===== src/rtl/mlpsp_pkg.sv =====
// Constants for the two-port multilevel shutdown rank block.
// Assumes a single 200 MHz core clock and byte-wide management register access.
package mlpsp_pkg;

    // ************************************************************
    // Register map
    // ************************************************************
    localparam logic [7:0] PORT_PAIR_SHUTDOWN_RANK_CMD = 8'h28;
    localparam logic [7:0] PORT_PAIR_SHUTDOWN_RANK_RST = 8'h00;
    localparam int RANK_A_LSB = 0;
    localparam int RANK_B_LSB = 4;
    localparam int RANK_W = 3;

    // ************************************************************
    // Serial code timing
    // ************************************************************
    localparam int CLK_FREQ_MHZ = 200;
    localparam int SERIAL_BIT_NS = 1000;
    localparam int SERIAL_BIT_CYCLES = (SERIAL_BIT_NS * CLK_FREQ_MHZ) / 1000;
    localparam int SERIAL_HALF_CYCLES = SERIAL_BIT_CYCLES / 2;
    localparam int SERIAL_CODE_BITS = 3;
    localparam int CNT_W = 16;

    typedef enum logic [1:0] {
        MLPSP_IDLE = 2'b00,
        MLPSP_START = 2'b01,
        MLPSP_DATA = 2'b10,
        MLPSP_APPLY = 2'b11
    } mlpsp_state_e;

endpackage


===== src/rtl/mlpsp_core.sv =====
// Shutdown rank register for ports 3 and 4 and the serial fast shutdown receiver.
// Assumes the management interface decodes a command byte and a write strobe,
// and that the serial line idles high and is synchronous to sys_clk.
//
// Operation
// [RULE1] Three-bit rank per port, bits 6:4 and 2:0
// [RULE2] Ranks apply only when multilevel select is set
// [RULE3] Serial shutdown code selects ports to power off
// [RULE4] Rank 000 highest priority, 111 lowest
// [RULE5] Power off ports with rank at least code
// [RULE6] Turn-off like reset, cool-down count continues
// [RULE7] Rank byte is read/write at command 28h
// [RULE8] Ranks clear to zero on reset
`timescale 1ns/1ps
`default_nettype none

module mlpsp_core
    import mlpsp_pkg::*;
(
    input wire logic sys_clk,
    input wire logic rst_n,
    input wire logic [7:0] reg_cmd,
    input wire logic reg_wr_en,
    input wire logic [7:0] reg_wr_data,
    output logic [7:0] reg_rd_data,
    output logic reg_rd_hit,
    input wire logic multilevel_rank_select,
    input wire logic fast_shutdown_serial_input,
    output logic [1:0] port_off_req,
    output logic keep_cooldown,
    output logic [2:0] last_code,
    output logic code_valid
);

    // ************************************************************
    // Helpers
    // ************************************************************
    // Larger rank value means lower priority, so a port falls when its
    // rank is not below the received code.
    function automatic logic rank_hit(input logic [2:0] rank, input logic [2:0] code);
        begin
            rank_hit = (rank >= code); // [RULE4] [RULE5]
        end
    endfunction

    // ************************************************************
    // Rank register
    // ************************************************************
    logic [2:0] port_shutdown_rank_a_q;
    logic [2:0] port_shutdown_rank_a_d;
    logic [2:0] port_shutdown_rank_b_q;
    logic [2:0] port_shutdown_rank_b_d;
    logic [7:0] reg_rd_data_q;
    logic [7:0] reg_rd_data_d;
    logic cmd_hit;

    assign cmd_hit = (reg_cmd == PORT_PAIR_SHUTDOWN_RANK_CMD); // [RULE7]

    always_comb
    begin
        port_shutdown_rank_a_d = port_shutdown_rank_a_q;
        port_shutdown_rank_b_d = port_shutdown_rank_b_q;
        if (cmd_hit && reg_wr_en)
        begin
            // Bits 7 and 3 are unused and are not stored
            port_shutdown_rank_a_d = reg_wr_data[RANK_A_LSB +: RANK_W]; // [RULE1] [RULE7]
            port_shutdown_rank_b_d = reg_wr_data[RANK_B_LSB +: RANK_W]; // [RULE1] [RULE7]
        end
        reg_rd_data_d = 8'h00;
        if (cmd_hit)
        begin
            reg_rd_data_d[RANK_A_LSB +: RANK_W] = port_shutdown_rank_a_d; // [RULE1]
            reg_rd_data_d[RANK_B_LSB +: RANK_W] = port_shutdown_rank_b_d; // [RULE1]
        end
    end

    always_ff @(posedge sys_clk or negedge rst_n)
    begin
        if (!rst_n)
        begin
            port_shutdown_rank_a_q <= PORT_PAIR_SHUTDOWN_RANK_RST[RANK_A_LSB +: RANK_W]; // [RULE8]
            port_shutdown_rank_b_q <= PORT_PAIR_SHUTDOWN_RANK_RST[RANK_B_LSB +: RANK_W]; // [RULE8]
            reg_rd_data_q <= 8'h00;
        end
        else
        begin
            port_shutdown_rank_a_q <= port_shutdown_rank_a_d;
            port_shutdown_rank_b_q <= port_shutdown_rank_b_d;
            reg_rd_data_q <= reg_rd_data_d;
        end
    end

    assign reg_rd_data = reg_rd_data_q;
    assign reg_rd_hit = cmd_hit;

    // ************************************************************
    // Serial code receiver
    // ************************************************************
    // Frame: low start bit, then three data bits MSB first, each one bit
    // time long, sampled in the middle of the bit.
    mlpsp_state_e state_q;
    mlpsp_state_e state_d;
    logic [CNT_W-1:0] cnt_q;
    logic [CNT_W-1:0] cnt_d;
    logic [1:0] bits_q;
    logic [1:0] bits_d;
    logic [2:0] shift_q;
    logic [2:0] shift_d;
    logic line_prev_q;
    logic [1:0] port_off_q;
    logic [1:0] port_off_d;
    logic [2:0] last_code_q;
    logic [2:0] last_code_d;
    logic code_valid_q;
    logic code_valid_d;

    always_comb
    begin
        state_d = state_q;
        cnt_d = cnt_q;
        bits_d = bits_q;
        shift_d = shift_q;
        port_off_d = 2'b00;
        last_code_d = last_code_q;
        code_valid_d = 1'b0;
        case (state_q)
            MLPSP_IDLE:
            begin
                if (line_prev_q && !fast_shutdown_serial_input)
                begin
                    state_d = MLPSP_START;
                    cnt_d = CNT_W'(SERIAL_HALF_CYCLES - 1);
                end
            end
            MLPSP_START:
            begin
                if (cnt_q != '0)
                begin
                    cnt_d = cnt_q - 1'b1;
                end
                else if (fast_shutdown_serial_input)
                begin
                    // Glitch shorter than half a bit: not a frame
                    state_d = MLPSP_IDLE;
                end
                else
                begin
                    state_d = MLPSP_DATA;
                    cnt_d = CNT_W'(SERIAL_BIT_CYCLES - 1);
                    bits_d = 2'b00;
                end
            end
            MLPSP_DATA:
            begin
                if (cnt_q != '0)
                begin
                    cnt_d = cnt_q - 1'b1;
                end
                else
                begin
                    shift_d = {shift_q[1:0], fast_shutdown_serial_input}; // [RULE3]
                    cnt_d = CNT_W'(SERIAL_BIT_CYCLES - 1);
                    bits_d = bits_q + 1'b1;
                    if (bits_q == 2'(SERIAL_CODE_BITS - 1))
                    begin
                        state_d = MLPSP_APPLY;
                    end
                end
            end
            MLPSP_APPLY:
            begin
                last_code_d = shift_q;
                code_valid_d = 1'b1;
                if (multilevel_rank_select) // [RULE2]
                begin
                    port_off_d[0] = rank_hit(port_shutdown_rank_a_q, shift_q); // [RULE3] [RULE5]
                    port_off_d[1] = rank_hit(port_shutdown_rank_b_q, shift_q); // [RULE3] [RULE5]
                end
                state_d = MLPSP_IDLE;
            end
            default:
            begin
                state_d = MLPSP_IDLE;
            end
        endcase
    end

    always_ff @(posedge sys_clk or negedge rst_n)
    begin
        if (!rst_n)
        begin
            state_q <= MLPSP_IDLE;
            cnt_q <= '0;
            bits_q <= 2'b00;
            shift_q <= 3'h0;
            line_prev_q <= 1'b1;
            port_off_q <= 2'b00;
            last_code_q <= 3'h0;
            code_valid_q <= 1'b0;
        end
        else
        begin
            state_q <= state_d;
            cnt_q <= cnt_d;
            bits_q <= bits_d;
            shift_q <= shift_d;
            line_prev_q <= fast_shutdown_serial_input;
            port_off_q <= port_off_d;
            last_code_q <= last_code_d;
            code_valid_q <= code_valid_d;
        end
    end

    // ************************************************************
    // Turn-off request
    // ************************************************************
    // The port sequencer runs its usual reset turn-off on port_off_req;
    // keep_cooldown tells it not to cancel a running fault cool-down.
    assign port_off_req = port_off_q; // [RULE6]
    assign keep_cooldown = |port_off_q; // [RULE6]
    assign last_code = last_code_q;
    assign code_valid = code_valid_q;

endmodule

`default_nettype wire


===== config.mk =====
export PLATFORM = sky130hd
export DESIGN_NAME = mlpsp_core
export DESIGN_NICKNAME = d
export VERILOG_FILES = /design/src/rtl/mlpsp_pkg.sv /design/src/rtl/mlpsp_core.sv
export SDC_FILE = /design/constraint.sdc
export NUM_CORES = 1
export LEC_CHECK = 0
export BUFFER_PORTS_ARGS = -buffer_cell sky130_fd_sc_hd__clkbuf_2
export CAP_MARGIN = 20
export CORE_MARGIN = 4
export CORE_UTILIZATION = 45
export CTS_CLUSTER_DIAMETER = 100
export DETAILED_ROUTE_END_ITERATION = 10
export PLACE_DENSITY = 0.73
export SYNTH_ARGS = -nofsm -noshare
export SYNTH_HDL_FRONTEND = slang
export SYNTH_SLANG_ARGS = --single-unit

===== constraint.sdc =====
create_clock -name sys_clk -period 1.8 [get_ports sys_clk]
set_input_delay 0.27 -clock sys_clk [delete_from_list [all_inputs] [get_ports sys_clk]]
set_output_delay 0.27 -clock sys_clk [all_outputs]
set_load 0.01 [all_outputs]

**Word-level counts from Yosys, hierarchy flattened**

Index checks and enable logic that the tools add are counted.

- Register bits after elaboration: 42
- Input bits: 21
- Output and inout bits: 16
- Word-level logic and storage cells: 61

- Add/subtract/negate cells: 2
- Order comparisons: 2
- Eq/ne operators: 11
- Muxes and demuxes: 22
- Bitwise gates (word level): 1
- Reduce and logical (&&, ||, !) cells: 12

Operators by type and width:

| kind | number |
|---|---|
| $mux W16 | 4 |
| $pmux W16 S3 | 1 |
| $mux W2 | 10 |
| $reduce_bool A16 Y1 | 1 |
| $sub A16 B1 Y16 const B | 1 |
| $mux W3 | 4 |
| $ne A2 B2 Y1 const B | 5 |
| $eq A8 B6 Y1 const B | 1 |
| $pmux W2 S4 | 1 |
| $reduce_and A4 Y1 | 2 |
| $eq A2 B2 Y1 const B | 3 |
| $ge A3 B3 Y1 | 2 |
| $pmux W2 S2 | 1 |
| $ne A3 B3 Y1 const B | 1 |
| $reduce_and A3 Y1 | 1 |
| $reduce_bool A3 Y1 | 1 |
| $add A2 B1 Y2 const B | 1 |
| $eq A2 B1 Y1 const B | 1 |
| $logic_and A1 B1 Y1 | 2 |
| $logic_not A2 Y1 | 1 |
| $reduce_and A2 Y1 | 1 |
| $reduce_bool A2 Y1 | 1 |
| $reduce_or A2 Y1 | 1 |
| $logic_not A1 Y1 | 1 |
| 2 further kinds | 2 |

**Depth between registers and ports, before layout**

Gate-level depths: netlist of run 1.

- Depth after elaboration: 4
- Mapped depth: 8
- Depth with buffers taken out: 6

**Worst setup path after synthesis of run 1**

No wires, ideal clock.

- Path kind: flip-flop to flip-flop
- Start point: register cnt_q[0]
- End point: register shift_q[0]
- Setup time: 0.125 ns
- Arrival time: 1.743 ns
- Required time: 1.675 ns
- Path slack: -0.068 ns
- Stages on the path, launching flop included: 8
- Path buffers: 1
- Period minus slack after synthesis: 1.868 ns
- Path through: dfrtp_1 -> inv_1 -> ha_1 -> nor4b_4 -> and4_1 -> buf_6 -> nand2_4 -> mux2_4

- Word-level cells in the longest chain between the ends: 3

Ends and longest elaborated chain:

| element | line | text |
|---|---|---|
| start: declaration | mlpsp_core.sv:103 | `logic [CNT_W-1:0] cnt_q;` |
| start signal: assignment | mlpsp_core.sv:204 | `cnt_q <= cnt_d;` |
| $reduce_bool A16 Y1 | mlpsp_core.sv:155 | `if (cnt_q != '0)` |
| $not A1 Y1 (no line) | -- |  |
| $reduce_and A2 Y1 (no line) | -- |  |
| end signal: assignment | mlpsp_core.sv:206 | `shift_q <= shift_d;` |
| end: declaration | mlpsp_core.sv:107 | `logic [2:0] shift_q;` |

Every way passes these cells.
A chain may end at the register's enable or synchronous reset.

**Worst setup path in the final report of run 1**

- Start point: register cnt_q[0]
- End point: register cnt_q[7]

- Word-level cells in the longest chain between the ends: 3
- Elaborated cells on any way between the ends: 7
- Those cells by class: add/sub (1); eq/ne (1); mux (3); reduce/logical (2)

Ends and longest elaborated chain:

| element | line |
|---|---|
| $sub A16 B1 Y16 or $reduce_bool A16 Y1 (tied branches) | -- |
| $mux W16, or another cell as far along | mlpsp_core.sv:155 |
| $pmux W16 S3 or $reduce_and A3 Y1 (tied branches) | -- |

Several ways; a longest one is shown, not always the timed one.

==> results of run 1 <==
cell type report:
type | count | area (µm²) | share of cell area, %
clock inverter | 1 | 30.03 | 0.9281
sequential | 42 | 1052 | 32.52
clock buffer | 7 | 86.33 | 2.668
multi-input combinational | 163 | 1359 | 42.00
inverter | 19 | 71.32 | 2.204
tap | 70 | 87.58 | 2.707
timing repair buffer | 79 | 549.3 | 16.98
synth_stat cells, drive strengths merged (7+ instances only):
master / count / area share, %
a21oi: 9 / 1.8
buf: 10 / 3.1
dfrtp: 41 / 42
ha: 13 / 6.6
inv: 19 / 2.9
mux2: 11 / 5.3
mux2i: 11 / 4.5
nand2: 8 / 1.5
nand4: 7 / 1.8
nor2: 17 / 2.6
o21ai: 8 / 1.8
critical path, delay by kind of cell, from the launching register on:
family	cells	cell delay (ns)
flip-flops	1	0.40
AO/OA/AOI/OAI	2	0.25
buffers and inverters	3	0.46
AND/OR/NAND/NOR	2	0.54
adder cells (fa/ha/maj)	1	0.14
through the flow:
step	worst slack (ns)	area, µm²	power [mW]	hold WS, ns	utilization [%]
final	-0.04882	3236	1.836	0.02696	62.16
after global routing	-0.1613	3236	1.913	0.07222	62.16
after CTS	-0.006378	3095	1.853	0.05236	59.47
after detailed placement	-0.1713	2943	1.075	0.3778	56.54
after global placement	-0.07178	2943	1.069	0.3696	56.54
after floorplan	-0.03218	2491	1.021	-0.02559	-
report_power, final:
| part | switching [mW] | leakage [nW] | internal (mW) |
|---|---|---|---|
| Sequential | 0.00705 | 0.534 | 0.952 |
| Combinational | 0.0513 | 0.969 | 0.0437 |
| Clock | 0.329 | 0.0585 | 0.453 |
logic make-up (layout without fill, tap and decap cells):
group,Yosys count,in the layout,synth area share [%]
flip-flops,42,42,42.82
multiplexers,22,22,9.827
AO/OA/AOI/OAI,53,53,16.09
buffers and inverters,32,106,6.466
AND/OR/NAND/NOR,73,73,18.02
other,1,2,0.1526
adder cells (fa/ha/maj),13,13,6.619
timing repair:
action | CTS | global route
buffers inserted | 2 | 6
endpoints found under the hold margin | 0 | 0
pin swaps | 4 | 10
gates cloned | 0 | 1
setup endpoints to repair | 5 | 23
gates resized for setup | 5 | 19
sequential cells by signal (all words and copies together), names as in the netlist, named ones only:
name                    cells
reg_rd_data                 6
cnt_q                      16
line_prev_q                 1
code_valid                  1
port_shutdown_rank_b_q      3
state_q                     1
bits_q                      2
last_code                   3
shift_q                     3
port_shutdown_rank_a_q      3
port_off_req                2
routing by layer:
layer	wire length, µm	global-route usage (%)	vias to the layer above	share of wire, %
li1	-	-	1015	-
met1	2502	23.04	1039	43
met2	3042	32.39	48	52
met3	256	3.947	7	4.4
met4	80	4.983	0	1.4
met5	0	0	-	0
how the worst min path moves through the flow:
stage | start | endpoint | slack (ns) | cells after the start
3_3_place_gp | rst_n | bits_q[1]$_DFFE_PN0P_ | 0.37 | 2
4_1_cts | rst_n | async pin | 0.05 | 2
5_1_grt | rst_n | async pin | 0.07 | 2
6_report | rst_n | async pin | 0.03 | 2
3_5_place_dp | rst_n | bits_q[1]$_DFFE_PN0P_ | 0.38 | 2
2_1_floorplan | rst_n | async pin | -0.03 | 0
==> results.py, run 1 <==
metrics = {
    "status": {
        "status": "finished, violations left",
        "failed_checks": "setup timing",
    },
    "route": {
        "avgRoutedWirePerCell_um": 15.44,
        "postRouteAntennaNets": 0,
        "routed_wl_mm": 5.881,
        "dr_total_vias": 2109,
        "first_pass_iters": 4,
        "drt_iter0_drc": 148,
        "drc": 0,
        "post_drt_via_cell_ratio": 5.535,
    },
    "synth": {
        "ys_seq_elements": 42,
        "ys_async_sr_fraction_pct": 100.0,
        "ys.flop_type": "dfrtp_1",
        "synth-edff-count": 0,
        "syn-cell-area_um2": 2457,
        "ys_seq_area_share_pct": 42.82,
        "yosysWarnings": 0,
        "syn_avg_cell_area_um2": 10.41,
        "syn_inst": 236,
        "synth_cell_types": 60,
    },
    "final_layout": {
        "layout_commonest_cell": "dfrtp_1",
        "fin_nets": 344,
        "nFillCells": 441,
        "layout_common_cells": "41 x dfrtp_1, 38 x buf_4, 32 x clkbuf_2",
        "drive_gt1_share_pct": 40.84,
        "final_cells": 381,
        "antenna_cells": 0,
        "area_growth_pct": 31.67,
    },
    "die": {
        "die_height_um": 81.90,
        "fp.dieW_um": 81.90,
        "pin_count": 37,
        "design.core.area_um2": 5205,
        "rows": 26,
        "initial_core_util_pct": 47.21,
        "die_area_um2": 6707,
    },
    "worst_setup_path": {
        "worstPathRequired_ns": 2.04,
        "path_class": "register to register",
        "max_stage_delay_ns": 0.40,
        "critPathCapture": "cnt_q[7]$_DFFE_PN0P_",
        "r2r_end": "cnt_q[7]$_DFFE_PN0P_",
        "endpoint_kind": "register",
        "worstPathMaxFanout": 6,
        "crit_slowest_cell": "dfrtp_1",
        "cp_cell_sequence": "inv_2 -> ha_4 -> nor4b_4 -> nand4_1 -> buf_6 -> o21ai_2 -> buf_6 -> a221o_1",
        "rr_startpoint": "cnt_q[0]$_DFFE_PN0P_",
        "start_kind": "register",
        "cpMostUsedCell": "buf_6",
        "r2r.worst_path.cells": 8,
        "arrival_ns": 2.09,
        "reg2reg_slack_ns": -0.05,
        "crit_start": "cnt_q[0]$_DFFE_PN0P_",
    },
    "sta": {
        "setup_viol": 7,
        "rsz0062_at_grt": "true",
        "slew_viol_final": 0,
        "fmax_mhz": 540.9,
        "skew_ns": 0.009499,
        "tightest_slew_ns": 0.5406,
        "finalHoldViolCount": 0,
        "tns_ns": -0.1986,
        "slew_headroom_pct": 63.96,
        "period_share_pct": 102.7,
        "period_needed_ns": 1.849,
        "setup_ws_ns": -0.04882,
    },
    "place": {
        "hpwl_mm": 4.123,
        "dpl.cell_count": 364,
        "io_buffers": 32,
        "gp_congestion": 0.7760,
    },
    "grt": {
        "grt_pass1_wl_mm": 9.466,
        "antenna_found_initial": 0,
        "grt_max_degree": 43,
        "grt.overflow.total": 0,
        "grt_util_all_layers_pct": 18.54,
        "grt_pass1_vias": 1991,
    },
    "cts": {
        "clk_latency_ns": 0.30,
        "clkSlewWorstSetupHoldPaths_ns": 0.08,
        "tritoncts": "done",
        "cts_root_buffer": "clkbuf_8",
        "cts_max_level": 2,
        "clockBufferDepth": 2,
        "numCtsBuffers": 5,
        "cts_hold_buf": 0,
        "cts_num_sinks": 42,
    },
    "flow_run": {
        "max_cap_violations": 0,
    },
    "hold_path": {
        "hold_path.class": "primary input to async pin",
    },
    "pwr": {
        "ir_worst_vdd_uv": 344.9,
        "power.leakage_nw": 1.562,
        "p_per_area_nw_per_um2": 567.5,
    },
}
Note: power is estimated with default switching activity, not from simulation.
==> run 2: changes to the inputs <==
--- a/config.mk
+++ b/config.mk
@@ -8,10 +8,11 @@
 export BUFFER_PORTS_ARGS = -buffer_cell sky130_fd_sc_hd__clkbuf_2
 export CAP_MARGIN = 20
 export CORE_MARGIN = 4
-export CORE_UTILIZATION = 45
+export CORE_UTILIZATION = 51
 export CTS_CLUSTER_DIAMETER = 100
 export DETAILED_ROUTE_END_ITERATION = 10
-export PLACE_DENSITY = 0.73
+export PLACE_DENSITY = 0.81
 export SYNTH_ARGS = -nofsm -noshare
 export SYNTH_HDL_FRONTEND = slang
 export SYNTH_SLANG_ARGS = --single-unit
+export TNS_END_PERCENT = 1
==> run 2 against run 1 <==
Net effect: the run still ends with setup timing left; count of clock-buffer cells in the layout shrank 2; worst setup slack gained 0.014 ns; largest power group unchanged; power grew 5.8%; hold slack lost 0.0052 ns.
==> results.py, run 2 (synthesized netlist as in run 1, its figures left out) <==
metrics = {
    "cts": {
        "cts_root_buffer": "clkbuf_8",
        "numCtsBuffers": 5,
        "cts_num_sinks": 42,
        "clk_latency_ns": 0.30,
        "cts_max_level": 2,
        "cts_hold_buf": 0,
        "clkSlewWorstSetupHoldPaths_ns": 0.08,
        "clockBufferDepth": 2,
        "tritoncts": "done",
    },
    "route": {
        "postRouteAntennaNets": 0,
        "avgRoutedWirePerCell_um": 15.52,
        "routed_wl_mm": 5.462,
        "drt_iter0_drc": 80,
        "post_drt_via_cell_ratio": 5.793,
        "drc": 0,
        "dr_total_vias": 2039,
        "first_pass_iters": 4,
    },
    "grt": {
        "grt_max_degree": 43,
        "grt_pass1_vias": 1994,
        "grt_pass1_wl_mm": 9.418,
        "antenna_found_initial": 0,
        "grt_util_all_layers_pct": 19.25,
        "grt.overflow.total": 0,
    },
    "final_layout": {
        "antenna_cells": 0,
        "nFillCells": 348,
        "layout_commonest_cell": "dfrtp_1",
        "seq_area_um2": 1052,
        "largest-register": "cnt_q",
        "largest_reg_flops": 16,
        "fin_nets": 333,
        "multiInputGateArea_um2": 1282,
        "drive_gt1_share_pct": 35.33,
        "layout_common_cells": "41 x dfrtp_1, 32 x clkbuf_2, 32 x buf_4",
        "area_growth_pct": 24.64,
    },
    "sta": {
        "fmax_mhz": 545.0,
        "rsz0062_at_grt": "true",
        "setup_ws_ns": -0.03475,
        "slew_viol_final": 0,
        "tightest_slew_ns": 0.5674,
        "period_needed_ns": 1.835,
        "setup_viol": 7,
        "holdWs_ns": 0.02176,
        "finalHoldViolCount": 0,
        "slew_headroom_pct": 61.82,
        "tns_ns": -0.1339,
        "period_share_pct": 101.9,
        "skew_ns": 0.005846,
    },
    "pwr": {
        "ir_worst_vdd_uv": 360.8,
        "switching_share_pct": 20.17,
        "p_sw_mw": 0.3918,
        "p_per_area_nw_per_um2": 634.2,
        "power.leakage_nw": 1.508,
        "p_clk_share_pct": 45.8,
        "power_frac_comb_pct": 4.8,
        "pwr-share-seq_pct": 49.4,
        "p_int_mw": 1.551,
    },
    "worst_setup_path": {
        "start_kind": "register",
        "path_class": "register to register",
        "arrival_ns": 2.02,
        "worstPathMaxFanout": 3,
        "worstPathRequired_ns": 1.99,
        "reg2reg_slack_ns": -0.03,
        "endpoint_kind": "register",
    },
    "place": {
        "dp_slack_ns": -0.05957,
        "io_buffers": 32,
        "hpwl_mm": 4.076,
        "gp_congestion": 0.8539,
    },
    "die": {
        "rows": 24,
        "initial_core_util_pct": 54.56,
        "pin_count": 37,
        "die_area_um2": 5993,
        "die_height_um": 77.42,
        "design.core.area_um2": 4504,
        "fp.dieW_um": 77.42,
    },
    "status": {
        "failed_checks": "setup timing",
        "status": "finished, violations left",
    },
    "hold_path": {
        "hold_path.class": "primary input to async pin",
    },
    "flow_run": {
        "max_cap_violations": 0,
    },
}
==> run 2: power by group through the flow <==
stage	Clock, mW	Sequential, mW	Combinational, mW
finish	0.890	0.960	0.0927
global route	0.951	0.961	0.105
CTS	0.904	0.960	0.0944
detailed placement	0	0.979	0.0929
global placement	0	0.977	0.0885
floorplan	0	0.976	0.0450
==> run 2: cell type report <==
class                           count  area share [%]
Timing Repair Buffer               68           14.83
Inverter                           19           2.328
Sequential cell                    42           34.35
Clock buffer                        5           2.247
Multi-Input combinational cell    163           41.87
Clock inverter                      3           2.247
Tap cell                           52           2.124
==> run 2: what timing repair did <==
action,in CTS,in global routing
buffers inserted,3,0
gates cloned,0,0
pin swaps,7,1
setup endpoints to repair,11,22
gates resized for setup,6,2
==> run 2: critical path: stages, from the launching register on <==
cell and delay [ns]:
dfrtp_1 0.39, inv_2 0.08, ha_4 0.14, or4b_1 0.46, a2111oi_2 0.35, a21oi_1 0.11, o22a_1 0.18
==> run 2: per-stage QoR <==
stage               std cells  total power, mW  instance area (µm²)  utilization, %
finish                    352            1.942                 3063           68.00
global route              352            2.017                 3063           68.00
detailed placement        342            1.071                 2879           63.92
CTS                       352            1.958                 3057           67.86
floorplan                 237            1.021                 2474               -
global placement          342            1.066                 2879           63.92
==> run 2: final timing paths <==
path / from / cells past startpoint / end
max reg2reg: cnt_q[1]$_DFFE_PN0P_ / 6 / cnt_q[6]$_DFFE_PN0P_
min in group sys_clk: fast_shutdown_serial_input / 1 / line_prev_q$_DFF_PN1_
max in group asynchronous: rst_n / 2 / line_prev_q$_DFF_PN1_
min reg2reg: last_code[2]$_DFFE_PN0P_ / 1 / last_code[2]$_DFFE_PN0P_
min: rst_n / 2 / reg_rd_data[1]$_DFF_PN0_
max: cnt_q[1]$_DFFE_PN0P_ / 6 / cnt_q[6]$_DFFE_PN0P_
==> run 2: metal layers <==
layer	track usage, %	vias up	part of all wire [%]	wire (µm)
met5	0	-	0	0
met1	24.27	974	43	2367
met4	5.160	0	1.2	65
met3	4.745	8	6.0	329
met2	33.07	60	49	2699
li1	-	997	-	-
==> run 3: changes to the inputs <==
--- a/config.mk
+++ b/config.mk
@@ -7,8 +7,10 @@
 export LEC_CHECK = 0
 export BUFFER_PORTS_ARGS = -buffer_cell sky130_fd_sc_hd__clkbuf_2
 export CAP_MARGIN = 20
+export CELL_PAD_IN_SITES_DETAIL_PLACEMENT = 1
+export CELL_PAD_IN_SITES_GLOBAL_PLACEMENT = 2
 export CORE_MARGIN = 4
-export CORE_UTILIZATION = 51
+export CORE_UTILIZATION = 33
 export CTS_CLUSTER_DIAMETER = 100
 export DETAILED_ROUTE_END_ITERATION = 10
 export PLACE_DENSITY = 0.81
==> run 3 against run 2 <==
Net effect: the flow still finishes with violations (setup timing); first-iteration DRC count up 7.5%; register-to-register slack worse by 0.05 ns; utilization down 24 points; critical endpoint is now cnt_q[7]$_DFFE_PN0P_; largest cell class unchanged.
==> results.py, run 3 (synthesized netlist as in run 1, its figures left out) <==
metrics = {
    "sta": {
        "period_share_pct": 104.6,
        "finalHoldViolCount": 0,
        "slew_viol_final": 0,
        "skew_ns": 0.003690,
        "tightest_slew_ns": 0.5505,
        "fmax_mhz": 531.0,
        "slew_headroom_pct": 63.30,
        "period_needed_ns": 1.883,
        "rsz0062_at_grt": "true",
        "setup_ws_ns": -0.08325,
        "tns_ns": -0.6428,
        "setup_viol": 13,
        "holdWs_ns": 0.03718,
    },
    "place": {
        "hpwl_mm": 4.754,
        "io_buffers": 32,
        "gp_congestion": 0.8283,
        "dpl.cell_count": 396,
        "dp_slack_ns": -0.1218,
        "dpl_cell_area_um2": 2990,
    },
    "die": {
        "fp.dieW_um": 94.30,
        "die_area_um2": 8892,
        "design.core.area_um2": 7253,
        "rows": 31,
        "initial_core_util_pct": 33.88,
        "die_height_um": 94.30,
        "pin_count": 37,
    },
    "cts": {
        "clk_latency_ns": 0.30,
        "cts_hold_buf": 0,
        "clockBufferDepth": 2,
        "tritoncts": "done",
        "cts_num_sinks": 42,
        "cts_root_buffer": "clkbuf_8",
        "numCtsBuffers": 5,
        "clkSlewWorstSetupHoldPaths_ns": 0.09,
        "cts_max_level": 2,
    },
    "worst_setup_path": {
        "arrival_ns": 2.13,
        "max_stage_delay_ns": 0.40,
        "start_kind": "register",
        "cp_cell_sequence": "inv_2 -> ha_4 -> nor4b_4 -> buf_4 -> nand4_1 -> buf_6 -> o21ai_4 -> buf_6 -> a221o_1",
        "endpoint_kind": "register",
        "crit_slowest_cell": "dfrtp_1",
        "cpMostUsedCell": "buf_6",
        "worstPathMaxFanout": 6,
        "reg2reg_slack_ns": -0.08,
        "path_buf_inv": 4,
        "critical-path-top-delay-family": "buffers and inverters",
        "worstPathRequired_ns": 2.04,
        "path_class": "register to register",
    },
    "route": {
        "postRouteAntennaNets": 0,
        "dr_total_vias": 2096,
        "routed_wl_mm": 6.210,
        "post_drt_via_cell_ratio": 5.125,
        "drc": 0,
        "first_pass_iters": 4,
        "avgRoutedWirePerCell_um": 15.18,
        "drt_iter0_drc": 86,
    },
    "final_layout": {
        "largest-register": "cnt_q",
        "area_growth_pct": 29.17,
        "post-route-util_pct": 43.76,
        "final_cells": 409,
        "fin_nets": 343,
        "stdcell_area_um2": 3174,
        "drive_gt1_share_pct": 37.10,
        "layout_common_cells": "41 x dfrtp_1, 41 x buf_4, 32 x clkbuf_2",
        "antenna_cells": 0,
        "largest_reg_flops": 16,
    },
    "pwr": {
        "p_total_mw": 1.698,
        "pwr-share-seq_pct": 56.5,
        "p_per_area_nw_per_um2": 534.9,
        "p_clk_share_pct": 38.0,
        "p_sw_mw": 0.4230,
        "power_frac_comb_pct": 5.5,
        "switching_share_pct": 24.91,
        "ir_worst_vdd_uv": 295.7,
        "power.leakage_nw": 1.540,
        "p_int_mw": 1.275,
    },
    "status": {
        "failed_checks": "setup timing",
        "status": "finished, violations left",
    },
    "flow_run": {
        "max_cap_violations": 0,
    },
    "grt": {
        "grt_pass1_vias": 2239,
        "antenna_found_initial": 0,
        "grt_max_degree": 43,
        "grt.overflow.total": 0,
        "grt_pass1_wl_mm": 10.52,
        "grt_util_all_layers_pct": 14.86,
    },
    "hold_path": {
        "hold_path.class": "primary input to async pin",
    },
}
-- run 3: cell count changes in the layout (fill, tap and decap cells not counted), sizes merged --
| cell | delta |
|---|---|
| inv | +1 |
| clkinvlp | +1 |
| buf | +10 |
| bufinv | -2 |
-- run 3: layer usage --
layer  share of wire (%)  GRT usage (%)  up-vias
met5                   0              0        -
met4                 1.6          4.332        0
met3                 4.2          2.644        8
met2                  49          26.48       40
met1                  45          18.18     1035
li1                    -              -     1013
-- run 3: cell type report --
class / count / area, µm²
fill: 818 / 4079
multi-input combinational: 163 / 1300
clock buffer: 5 / 68.82
inverter: 19 / 71.32
timing repair buffer: 78 / 533.0
sequential: 42 / 1052
clock inverter: 3 / 25.02
tap: 99 / 123.9
-- run 3: worst paths after layout --
path	from	end	depth (start not counted)
setup / recovery	cnt_q[0]$_DFFE_PN0P_	cnt_q[7]$_DFFE_PN0P_	9
hold / removal	rst_n	cnt_q[8]$_DFFE_PN0P_	2
setup reg to reg	cnt_q[0]$_DFFE_PN0P_	cnt_q[7]$_DFFE_PN0P_	9
hold reg to reg	last_code[2]$_DFFE_PN0P_	last_code[2]$_DFFE_PN0P_	1
max in group asynchronous	rst_n	shift_q[1]$_DFFE_PN0P_	2
min in group sys_clk	fast_shutdown_serial_input	line_prev_q$_DFF_PN1_	1
-- run 3: power groups by stage --
stage | clock, mW | sequential (mW) | combinational (mW)
floorplan | 0 | 0.976 | 0.0450
global placement | 0 | 0.978 | 0.0924
global route | 0.711 | 0.962 | 0.109
CTS | 0.678 | 0.960 | 0.0965
finish | 0.644 | 0.960 | 0.0935
detailed placement | 0 | 0.979 | 0.0952
-- run 3: repair_timing --
item	4_1_cts	5_1_grt
pin swaps	2	5
setup buffers	1	4
resized for setup	5	5
setup endpoints to repair	19	21
hold endpoints to repair	0	0
gates cloned	0	0
